File: config.mk
export PLATFORM = sky130hd
export DESIGN_NAME = nfh_host_port
export DESIGN_NICKNAME = d
export VERILOG_FILES = /design/src/rtl/nfh_pkg.sv /design/src/rtl/nfh_timer.sv /design/src/rtl/nfh_host_port.sv
export SDC_FILE = /design/constraint.sdc
export NUM_CORES = 1
export LEC_CHECK = 0
export BUFFER_PORTS_ARGS = -buffer_cell sky130_fd_sc_hd__buf_2
export CORE_ASPECT_RATIO = 1.5
export CORE_UTILIZATION = 51
export DETAILED_ROUTE_END_ITERATION = 8
export PLACE_DENSITY = 0.78
export SYNTH_ARGS = -nofsm -noshare
export SYNTH_HDL_FRONTEND = slang
export SYNTH_SLANG_ARGS = --single-unit
File: constraint.sdc
create_clock -name clk -period 4.7 [get_ports clk]
set_input_delay 0.235 -clock clk [delete_from_list [all_inputs] [get_ports clk]]
set_output_delay 0.235 -clock clk [all_outputs]
set_load 0.05 [all_outputs]
File: src/rtl/nfh_pkg.sv
// package: constants for the nor flash host bus port
package nfh_pkg;
	localparam int NFH_SECTOR_WORDS_LOG2 = 16;
	localparam int NFH_ADDR_W = 26;
	localparam int NFH_DATA_W = 16;
	localparam int NFH_BYTE_DATA_W = 8;
	localparam int NFH_WBUF_MAX = 32;
	localparam int NFH_CLK_PS = 5000;
	localparam int NFH_T_SETUP_NS = 10;
	localparam int NFH_T_ACC_NS = 110;
	localparam int NFH_T_WP_NS = 35;
	localparam int NFH_T_RST_NS = 500;
	localparam int NFH_T_GAP_NS = 20;
	localparam int NFH_SETUP_CYC = (NFH_T_SETUP_NS * 1000 + NFH_CLK_PS - 1) / NFH_CLK_PS;
	localparam int NFH_ACC_CYC = (NFH_T_ACC_NS * 1000 + NFH_CLK_PS - 1) / NFH_CLK_PS;
	localparam int NFH_WP_CYC = (NFH_T_WP_NS * 1000 + NFH_CLK_PS - 1) / NFH_CLK_PS;
	localparam int NFH_RST_CYC = (NFH_T_RST_NS * 1000 + NFH_CLK_PS - 1) / NFH_CLK_PS;
	localparam int NFH_GAP_CYC = (NFH_T_GAP_NS * 1000 + NFH_CLK_PS - 1) / NFH_CLK_PS;
	localparam int NFH_CNT_W = 8;
	localparam logic [15:0] NFH_RESET_CMD = 16'h00F0;
	localparam logic NFH_STROBE_IDLE = 1'b1;
	typedef enum logic [6:0] {
		NFH_ST_IDLE = 7'h01,
		NFH_ST_SETUP = 7'h02,
		NFH_ST_READ = 7'h04,
		NFH_ST_WRITE = 7'h08,
		NFH_ST_GAP = 7'h10,
		NFH_ST_RESET = 7'h20,
		NFH_ST_DONE = 7'h40
	} nfh_state_t;
	typedef enum logic [1:0] {
		NFH_OP_READ = 2'h0,
		NFH_OP_WRITE = 2'h1,
		NFH_OP_RESET = 2'h2,
		NFH_OP_CMD_RESET = 2'h3
	} nfh_op_t;
endpackage

File: src/rtl/nfh_timer.sv
// file: down counter timing the bus phases
`timescale 1ns/1ps
`default_nettype none
module nfh_timer import nfh_pkg::*; #(
	parameter int CNT_W = NFH_CNT_W
) (
	input wire logic clk,
	input wire logic rst,
	input wire logic load,
	input wire logic [CNT_W-1:0] load_val,
	output logic expired
);
	logic [CNT_W-1:0] cnt_q;
	always_ff @(posedge clk or posedge rst) begin
		if (rst) begin
			cnt_q <= '0;
		end else if (load) begin
			cnt_q <= load_val;
		end else if (cnt_q != '0) begin
			cnt_q <= cnt_q - 1'b1;
		end
	end
	// count only: load already depends on expired, so no loop back
	assign expired = (cnt_q == '0);
endmodule // nfh_timer
`default_nettype wire

File: src/rtl/nfh_host_port.sv
// file: host controller driving a parallel nor flash bus
// Overview of operation
// - commands are written as address/data sequences
// - host issues reset command when requested with op NFH_OP_CMD_RESET
// - strobe patterns for read, write, disable, reset
// - byte mode extends address with req_byte_lsb on data line 15
`timescale 1ns/1ps
`default_nettype none
module nfh_host_port import nfh_pkg::*; #(
	parameter int ADDR_W = NFH_ADDR_W,
	parameter int SETUP_CYC = NFH_SETUP_CYC,
	parameter int ACC_CYC = NFH_ACC_CYC,
	parameter int WP_CYC = NFH_WP_CYC,
	parameter int RST_CYC = NFH_RST_CYC,
	parameter int GAP_CYC = NFH_GAP_CYC
) (
	input wire logic clk,
	input wire logic rst,
	input wire logic req_valid,
	output logic req_ready,
	input wire logic [1:0] req_op,
	input wire logic [ADDR_W-1:0] req_addr,
	input wire logic req_byte_lsb,
	input wire logic [NFH_DATA_W-1:0] req_wdata,
	input wire logic byte_mode,
	input wire logic guard_outer,
	output logic rsp_valid,
	output logic [NFH_DATA_W-1:0] rsp_rdata,
	output logic [ADDR_W-NFH_SECTOR_WORDS_LOG2-1:0] rsp_sector_index,
	output logic [ADDR_W-1:0] flash_addr,
	output logic chip_select_n,
	output logic output_gate_n,
	output logic write_strobe_n,
	output logic device_clear_n,
	output logic width_select_n,
	output logic sector_guard_n,
	input wire logic [NFH_DATA_W-1:0] data_lines_in,
	output logic [NFH_DATA_W-1:0] data_lines_out,
	output logic [NFH_DATA_W-1:0] data_lines_oe
);
	nfh_state_t state_q;
	nfh_op_t op_q;
	logic [NFH_DATA_W-1:0] din_s1_q, din_s2_q;
	logic [NFH_DATA_W-1:0] wdata_q;
	logic byte_q;
	logic drive_q;
	logic tmr_load;
	logic [NFH_CNT_W-1:0] tmr_val;
	logic tmr_done;

	nfh_timer #(.CNT_W(NFH_CNT_W)) u_timer (
		.clk(clk),
		.rst(rst),
		.load(tmr_load),
		.load_val(tmr_val),
		.expired(tmr_done)
	);

	// two-stage capture of the returning data lines
	always_ff @(posedge clk or posedge rst) begin
		if (rst) begin
			din_s1_q <= '0;
			din_s2_q <= '0;
		end else begin
			din_s1_q <= data_lines_in;
			din_s2_q <= din_s1_q;
		end
	end

	assign req_ready = (state_q == NFH_ST_IDLE);

	// phase sequencing
	always_ff @(posedge clk or posedge rst) begin
		if (rst) begin
			state_q <= NFH_ST_IDLE;
		end else begin
			case (state_q)
				NFH_ST_IDLE: begin
					if (req_valid) begin
						if (nfh_op_t'(req_op) == NFH_OP_RESET) begin
							state_q <= NFH_ST_RESET;
						end else begin
							state_q <= NFH_ST_SETUP;
						end
					end
				end
				NFH_ST_SETUP: begin
					if (tmr_done) begin
						state_q <= (op_q == NFH_OP_READ) ? NFH_ST_READ : NFH_ST_WRITE;
					end
				end
				NFH_ST_READ: if (tmr_done) state_q <= NFH_ST_DONE;
				NFH_ST_WRITE: if (tmr_done) state_q <= NFH_ST_GAP;
				NFH_ST_RESET: if (tmr_done) state_q <= NFH_ST_GAP;
				NFH_ST_GAP: if (tmr_done) state_q <= NFH_ST_DONE;
				NFH_ST_DONE: state_q <= NFH_ST_IDLE;
				default: state_q <= NFH_ST_IDLE;
			endcase
		end
	end

	// timer loads on every phase entry except done and idle
	always_comb begin
		tmr_load = 1'b0;
		tmr_val = '0;
		case (state_q)
			NFH_ST_IDLE: begin
				if (req_valid) begin
					tmr_load = 1'b1;
					tmr_val = (nfh_op_t'(req_op) == NFH_OP_RESET) ? NFH_CNT_W'(RST_CYC) : NFH_CNT_W'(SETUP_CYC);
				end
			end
			NFH_ST_SETUP: begin
				if (tmr_done) begin
					tmr_load = 1'b1;
					tmr_val = (op_q == NFH_OP_READ) ? NFH_CNT_W'(ACC_CYC) : NFH_CNT_W'(WP_CYC);
				end
			end
			NFH_ST_WRITE, NFH_ST_RESET: begin
				if (tmr_done) begin
					tmr_load = 1'b1;
					tmr_val = NFH_CNT_W'(GAP_CYC);
				end
			end
			default: begin
				tmr_load = 1'b0;
				tmr_val = '0;
			end
		endcase
	end

	// request capture: address, data, width
	always_ff @(posedge clk or posedge rst) begin
		if (rst) begin
			op_q <= NFH_OP_READ;
			flash_addr <= '0;
			wdata_q <= '0;
			byte_q <= 1'b0;
		end else if (state_q == NFH_ST_IDLE && req_valid) begin
			op_q <= nfh_op_t'(req_op);
			byte_q <= byte_mode;
			if (nfh_op_t'(req_op) == NFH_OP_CMD_RESET) begin
				flash_addr <= '0;
				wdata_q <= NFH_RESET_CMD;
			end else begin
				flash_addr <= req_addr;
				wdata_q <= req_wdata;
			end
			if (byte_mode) begin
				wdata_q[NFH_DATA_W-1] <= req_byte_lsb;
			end
		end
	end

	// control strobes
	always_ff @(posedge clk or posedge rst) begin
		if (rst) begin
			chip_select_n <= NFH_STROBE_IDLE;
			output_gate_n <= NFH_STROBE_IDLE;
			write_strobe_n <= NFH_STROBE_IDLE;
			device_clear_n <= 1'b0;
		end else begin
			device_clear_n <= !(state_q == NFH_ST_IDLE && req_valid && nfh_op_t'(req_op) == NFH_OP_RESET)
				&& !(state_q == NFH_ST_RESET && !tmr_done);
			chip_select_n <= !((state_q == NFH_ST_IDLE && req_valid && nfh_op_t'(req_op) != NFH_OP_RESET)
				|| state_q == NFH_ST_SETUP || (state_q == NFH_ST_READ && !tmr_done)
				|| state_q == NFH_ST_WRITE);
			output_gate_n <= !((state_q == NFH_ST_SETUP && tmr_done && op_q == NFH_OP_READ)
				|| (state_q == NFH_ST_READ && !tmr_done));
			write_strobe_n <= !((state_q == NFH_ST_SETUP && tmr_done && op_q != NFH_OP_READ)
				|| (state_q == NFH_ST_WRITE && !tmr_done));
		end
	end

	// data drive and width pin
	always_ff @(posedge clk or posedge rst) begin
		if (rst) begin
			drive_q <= 1'b0;
			width_select_n <= 1'b1;
			sector_guard_n <= 1'b1;
		end else begin
			// select and data held one cycle past the strobe rise
			drive_q <= (state_q == NFH_ST_SETUP && op_q != NFH_OP_READ) || state_q == NFH_ST_WRITE;
			if (state_q == NFH_ST_IDLE && req_valid) begin
				width_select_n <= !byte_mode;
			end
			sector_guard_n <= !guard_outer;
		end
	end

	assign data_lines_out = wdata_q;

	genvar gi;
	generate
		for (gi = 0; gi < NFH_DATA_W; gi++) begin : g_oe
			if (gi < NFH_BYTE_DATA_W) begin : g_lo
				assign data_lines_oe[gi] = drive_q;
			end else if (gi == NFH_DATA_W - 1) begin : g_top
				// line 15 carries the byte lane in byte mode, even on reads
				assign data_lines_oe[gi] = byte_q ? !chip_select_n : drive_q;
			end else begin : g_mid
				assign data_lines_oe[gi] = drive_q && !byte_q;
			end
		end
	endgenerate

	// answer: read data and sector index
	always_ff @(posedge clk or posedge rst) begin
		if (rst) begin
			rsp_valid <= 1'b0;
			rsp_rdata <= '0;
			rsp_sector_index <= '0;
		end else begin
			rsp_valid <= (state_q == NFH_ST_DONE);
			if (state_q == NFH_ST_DONE) begin
				rsp_sector_index <= flash_addr[ADDR_W-1:NFH_SECTOR_WORDS_LOG2];
				if (op_q == NFH_OP_READ) begin
					rsp_rdata <= byte_q ? {8'h00, din_s2_q[NFH_BYTE_DATA_W-1:0]} : din_s2_q;
				end else begin
					rsp_rdata <= '0;
				end
			end
		end
	end
endmodule // nfh_host_port
`default_nettype wire

# Word-level counts from Yosys, hierarchy flattened
# Cells that the tools add are included.
# word_totals
word_cells,94
in_bits,66
output_inout_bits,92
register_bits,126
# op_classes
addsub,1
n_reduce_logical,37
mux,24
n_eq_ne,14
# op_table
operator,count
2-to-1 mux 16 bit,3
2-to-1 mux 7 bit,6
one-hot mux 7 bit (4 select lines),1
2-to-1 mux 26 bit,1
one-hot mux 8 bit (3 select lines),1
2-to-1 mux 8 bit,2
logical AND 1 bit,12
zero test 1 bit,10
2-to-1 mux 5 bit,2
zero test 8 bit,1
nonzero test 8 bit,1
"subtractor 8 x 1 -> 8 bit, second input constant",1
"equality test 7 x 1 -> 1 bit, second input constant",1
"equality test 7 x 2 -> 1 bit, second input constant",1
"equality test 7 x 3 -> 1 bit, second input constant",1
"equality test 7 x 4 -> 1 bit, second input constant",1
"equality test 7 x 5 -> 1 bit, second input constant",1
"equality test 7 x 6 -> 1 bit, second input constant",1
"equality test 7 bit, second input constant",1
logical OR 1 bit,6
2-to-1 mux 6 bit,1
"inequality test 2 bit, second input constant",3
"equality test 2 bit, second input constant",2
2-to-1 mux 1 bit,4
9 further kinds,12

# Longest topological paths before layout
# logic_depth
ltp_word,7
mapped_depth,7
mapped_depth_nobuf,6

# Modules after synthesis
# A second synthesis with hierarchy kept.
# hier_totals
cells_unflattened,487
hier_area_um2,5041.1
# modules_own_cells
module,seq_area_each_um2,area_each_um2,n_inst,cells_per_inst
nfh_host_port,2960.3,4544.4,1,431
nfh_timer,200.2,496.7,1,56

# Worst setup path after synthesis
# Ideal clock, no wire load.
# synth_path
kind,reg2reg
startpoint,register state_q[2]
endpoint,register u_timer.cnt_q[1]
setup_slack_ns,2.108
period_less_slack_ns,2.592
arrival_ns,2.509
stages_incl_launch_ff,6
path_buffers,1
required_time_ns,4.617
setup_time_ns,0.083
path_cell_list,dfrtp_1 clkbuf_1 or4_1 nor3_1 nand3_1 o21ai_0
# synth_via
word_cells_on_any_way,10
classes_between,eq/ne (4); mux (3); reduce/logical (3)
# synth_rtl
element,line,source
start: declaration,nfh_host_port.sv:41,nfh_state_t state_q;
start signal: assignment,nfh_host_port.sv:89,state_q <= (op_q == NFH_OP_READ) ? NFH_ST_READ : NFH_ST_WRITE;
equality test 7 x 1 -> 1 bit *,--,
via req_ready,nfh_host_port.sv:20,"output logic req_ready,"
one-hot mux 8 bit (3 select lines) or one-hot mux 1 bit (2 select lines) (tied branches),nfh_host_port.sv:106,case (state_q)
2-to-1 mux 8 bit or nonzero test 2 bit (tied branches),--,
end signal: assignment,nfh_timer.sv:18,cnt_q <= load_val;
end signal: assignment,nfh_timer.sv:20,cnt_q <= cnt_q - 1'b1;
end: declaration,nfh_timer.sv:13,logic [CNT_W-1:0] cnt_q;
# The timed path passes the listed nets; every way through them passes the cells marked *.
# A chain may end at the register's enable or synchronous reset.

# Worst setup path after layout
# layout_path
startpoint,register state_q[5]
endpoint,register u_timer.cnt_q[0]
# layout_via
elab_chain_len,4
word_cells_on_any_way,10
classes_between,eq/ne (4); mux (3); reduce/logical (3)
# layout_rtl
element,line
"equality test 7 x 6 -> 1 bit, or another cell as far along",nfh_host_port.sv:106
OR reduction 3 bit (no line) or OR reduction 2 bit (tied branches),--
one-hot mux 1 bit (2 select lines) or one-hot mux 8 bit (3 select lines) (tied branches),nfh_host_port.sv:106
2-to-1 mux 8 bit or nonzero test 2 bit (tied branches),--
# Several ways; a longest one is shown, not always the timed one.

==> impl_metrics.env <==
export IMPL_outcome="finished clean"
export IMPL_dpl_hpwl_mm=7.34
export IMPL_via_per_inst=5.29
export IMPL_vias=3956
export IMPL_synth_xor_area_share_pct=1.06
export IMPL_crit_fanout=25
export IMPL_layout_setup_ws_ns=1.69
export IMPL_synth_cell_types=47
export IMPL_cpMaxStageDelayCell="nand4_1"
export IMPL_track_usage_pct=24.5
export IMPL_total_power_uw=4480
export IMPL_ys_warn_count=0
export IMPL_gp_congestion=0.855
export IMPL_syn_avg_cell_area_um2=10.6
export IMPL_netlist_area_mm2=0.00497
export IMPL_postCtsSetupBuffers=0
export IMPL_crit_path_max_incr_delay_ns=0.97
export IMPL_yosysSeqAreaShare_pct=63.5
export IMPL_syn_to_final_growth_pct=29.5
export IMPL_rsz0062_at_grt="no"
export IMPL_setup_tns_ns=0
export IMPL_max_freq_mhz=332
export IMPL_io_buffers=157
export IMPL_grt_pass1_wl_mm=18.2
export IMPL_crit_chain="nor4_1 > nand4_1 > buf_4 > nand4_1 > o211ai_1"
export IMPL_antennaDiodeCount=0
export IMPL_syn_inst=471
export IMPL_antenna_found_initial=0
export IMPL_final_layout_size_suffix_gt1_share_pct=33.0
export IMPL_hp_class="primary input to asynchronous set/reset pin"
export IMPL_critPathLaunchType="register"
export IMPL_synth_compound_area_share_pct=6.59
export IMPL_cts_sinks=126
export IMPL_setup_violations=0
export IMPL_ctsHoldBuffers=17
export IMPL_crit_path_end_kind="register"
export IMPL_synthArstFlopShare_pct=100
export IMPL_fp_dieArea_mm2=0.0102
export IMPL_boundaryPins=158
export IMPL_worst_skew_pair_late_latency_ns=0.41
export IMPL_cpMostUsedCell="nand4_1"
export IMPL_drt_iter0_markers=351
export IMPL_dr_pass1_iters=7
export IMPL_synth_fa_ha_area_share_pct=0.503
export IMPL_cts_root_buffer="clkbuf_16"
export IMPL_maxCapViolations=0
export IMPL_fillers=715
export IMPL_synthMuxAreaShare_pct=2.99
export IMPL_leakagePower_uw=0.00342
export IMPL_powerDensity_mw_per_mm2=696
export IMPL_cts_tree="done"
export IMPL_synthFlopType="dfrtp_1"
export IMPL_die_x_um=82.6
export IMPL_num_rows=43
export IMPL_synth_seq_cells=126
export IMPL_grt_start_max_net_pins=78
export IMPL_place_worst_setup_slack_ns=1.78
export IMPL_max_slew_margin_pct=17.2
export IMPL_critPathRequiredTime_ns=4.98
export IMPL_fin_nets=692
export IMPL_postRouteAntennaNets=0
export IMPL_slew_viol_final=0
export IMPL_drc=0
export IMPL_syn_nets=539
export IMPL_core_area_mm2=0.00936
export IMPL_cts_max_level=4
export IMPL_period_needed_ns=3.01
export IMPL_worst_pin_slew_ns=1.24
export IMPL_hold_ws_ns=0.0213
export IMPL_cts_clk_slew_worst_paths_ns=0.06
export IMPL_grt_ovfl_total=0
export IMPL_cp_arrival_ns=3.29
export IMPL_fin_crit_sh_pct=64.1
export IMPL_grt_pass1_vias=3820
export IMPL_finalWirelength_mm=11.6
export IMPL_finalHoldViolations=0
export IMPL_die_h_um=123
export IMPL_wl_per_cell_um=15.5
export IMPL_cts_made_buffers=17
export IMPL_synth_edf_count=0
export IMPL_initial_utilization_pct=53.1
export IMPL_fin_worst_skew_ns=0.0113
export IMPL_ir_drop_mv=0.475
export IMPL_yosys_area_share_simple_pct=19.8
export IMPL_synth_top_family_by_area="simple AND/OR/NAND/NOR gates"
export IMPL_cts_buffer_depth=2
export IMPL_path_class="register to register"
export IMPL_cts_resized=0
state kept, by name, summed over array words and instances, names as in the netlist:
name              cells
byte_q                1
output_gate_n         1
width_select_n        1
rsp_rdata            16
op_q                  2
chip_select_n         1
write_strobe_n        1
din_s1_q             16
state_q               7
din_s2_q             16
u_timer.cnt_q         8
flash_addr           26
rsp_valid             1
rsp_sector_index     10
sector_guard_n        1
device_clear_n        1
data_lines_out       16
drive_q               1
routing by layer:
layer	global-route usage [%]	wire, µm
met2	39.9	5990
met3	6.86	674
met5	0	0
met1	29.4	4600
met4	12.3	350
per-stage QoR:
step | utilization (%) | area [µm²] | instances
2_1_floorplan | - | 4970 | 471
3_3_place_gp | 60.6 | 5670 | 700
3_5_place_dp | 60.6 | 5670 | 700
4_1_cts | 68.8 | 6440 | 748
5_1_grt | 68.8 | 6440 | 748
6_report | 68.8 | 6440 | 748
synth_stat cells, types with 4 or more instances:
| library cell | n | area (µm²) |
|---|---|---|
| mux2_4 | 7 | 105 |
| nor3_1 | 10 | 50.1 |
| o21ai_0 | 26 | 130 |
| buf_2 | 6 | 30.0 |
| clkbuf_1 | 18 | 67.6 |
| nand2_1 | 125 | 469 |
| dfrtp_1 | 120 | 3000 |
| nand4_1 | 5 | 31.3 |
| inv_1 | 8 | 30.0 |
| dfstp_2 | 6 | 158 |
| buf_4 | 14 | 105 |
| nand2b_1 | 4 | 25.0 |
| nand3_1 | 41 | 205 |
| a21oi_1 | 13 | 65.1 |
| nor2_1 | 17 | 63.8 |
power by group:
group          total [µW]  internal, µW  switching, µW
Combinational        1640           399           1250
Clock                1310           832            474
Sequential           1530          1340            195
cells by family (layout without fill, tap and decap cells):
kind of cell	after synthesis	count (layout)
flip-flops	126	126
adder cells (fa/ha/maj)	2	2
AND/OR/NAND/NOR	220	220
AO/OA/AOI/OAI	56	56
buffers and inverters	50	215
XOR/XNOR	6	6
multiplexers	11	11
cell usage in the layout (no fill, tap or decap), drive strengths merged, types with 2 or more instances in the layout:
cell type,instances
buf,159
nand2,125
dfrtp,120
nand3,41
o21ai,26
clkbuf,18
nor2,17
dlygate4sd3,17
a21oi,13
nor3,10
inv,10
mux2,10
dfstp,6
nand4,5
nand2b,4
clkinvlp,4
or4,4
clkinv,4
nor4,3
nor2b,3
xor2,3
xnor2,3
bufinv,3
o211ai,2
o21a,2
o31ai,2
nor4b,2
a31oi,2
ha,2
final timing paths:
path | startpoint | endpoint | slack (ns) | depth (start not counted)
worst min-delay path | rst | flash_addr[12] | 0.02 | 2
worst max-delay path | state_q[5] | u_timer.cnt_q[0] | 1.69 | 5
worst min register to register | din_s1_q[12] | din_s2_q[12] | 0.34 | 0
min in group clk | byte_mode | width_select_n | 0.02 | 2
worst max register to register | state_q[5] | u_timer.cnt_q[0] | 1.69 | 5
max in group asynchronous | rst | din_s1_q[9] | 3.51 | 3
cell type report:
type / instances / area [µm²] / share of cell area, %
well taps: 112 / 140 / 2.18
inverters: 8 / 32.5 / 0.505
clock buffers: 18 / 429 / 6.67
clock inverters: 13 / 165 / 2.57
multi-input cells: 295 / 1540 / 23.9
repair buffers: 176 / 971 / 15.1
flip-flops and latches: 126 / 3160 / 49.1
worst max-delay path, delay by kind of cell (launching register included):
family                 cells  cell delay (ns)
flip-flops                 1             0.47
AND/OR/NAND/NOR            3             1.76
AO/OA/AOI/OAI              1             0.10
buffers and inverters      1             0.56
Power figures use the tool's default switching activity.
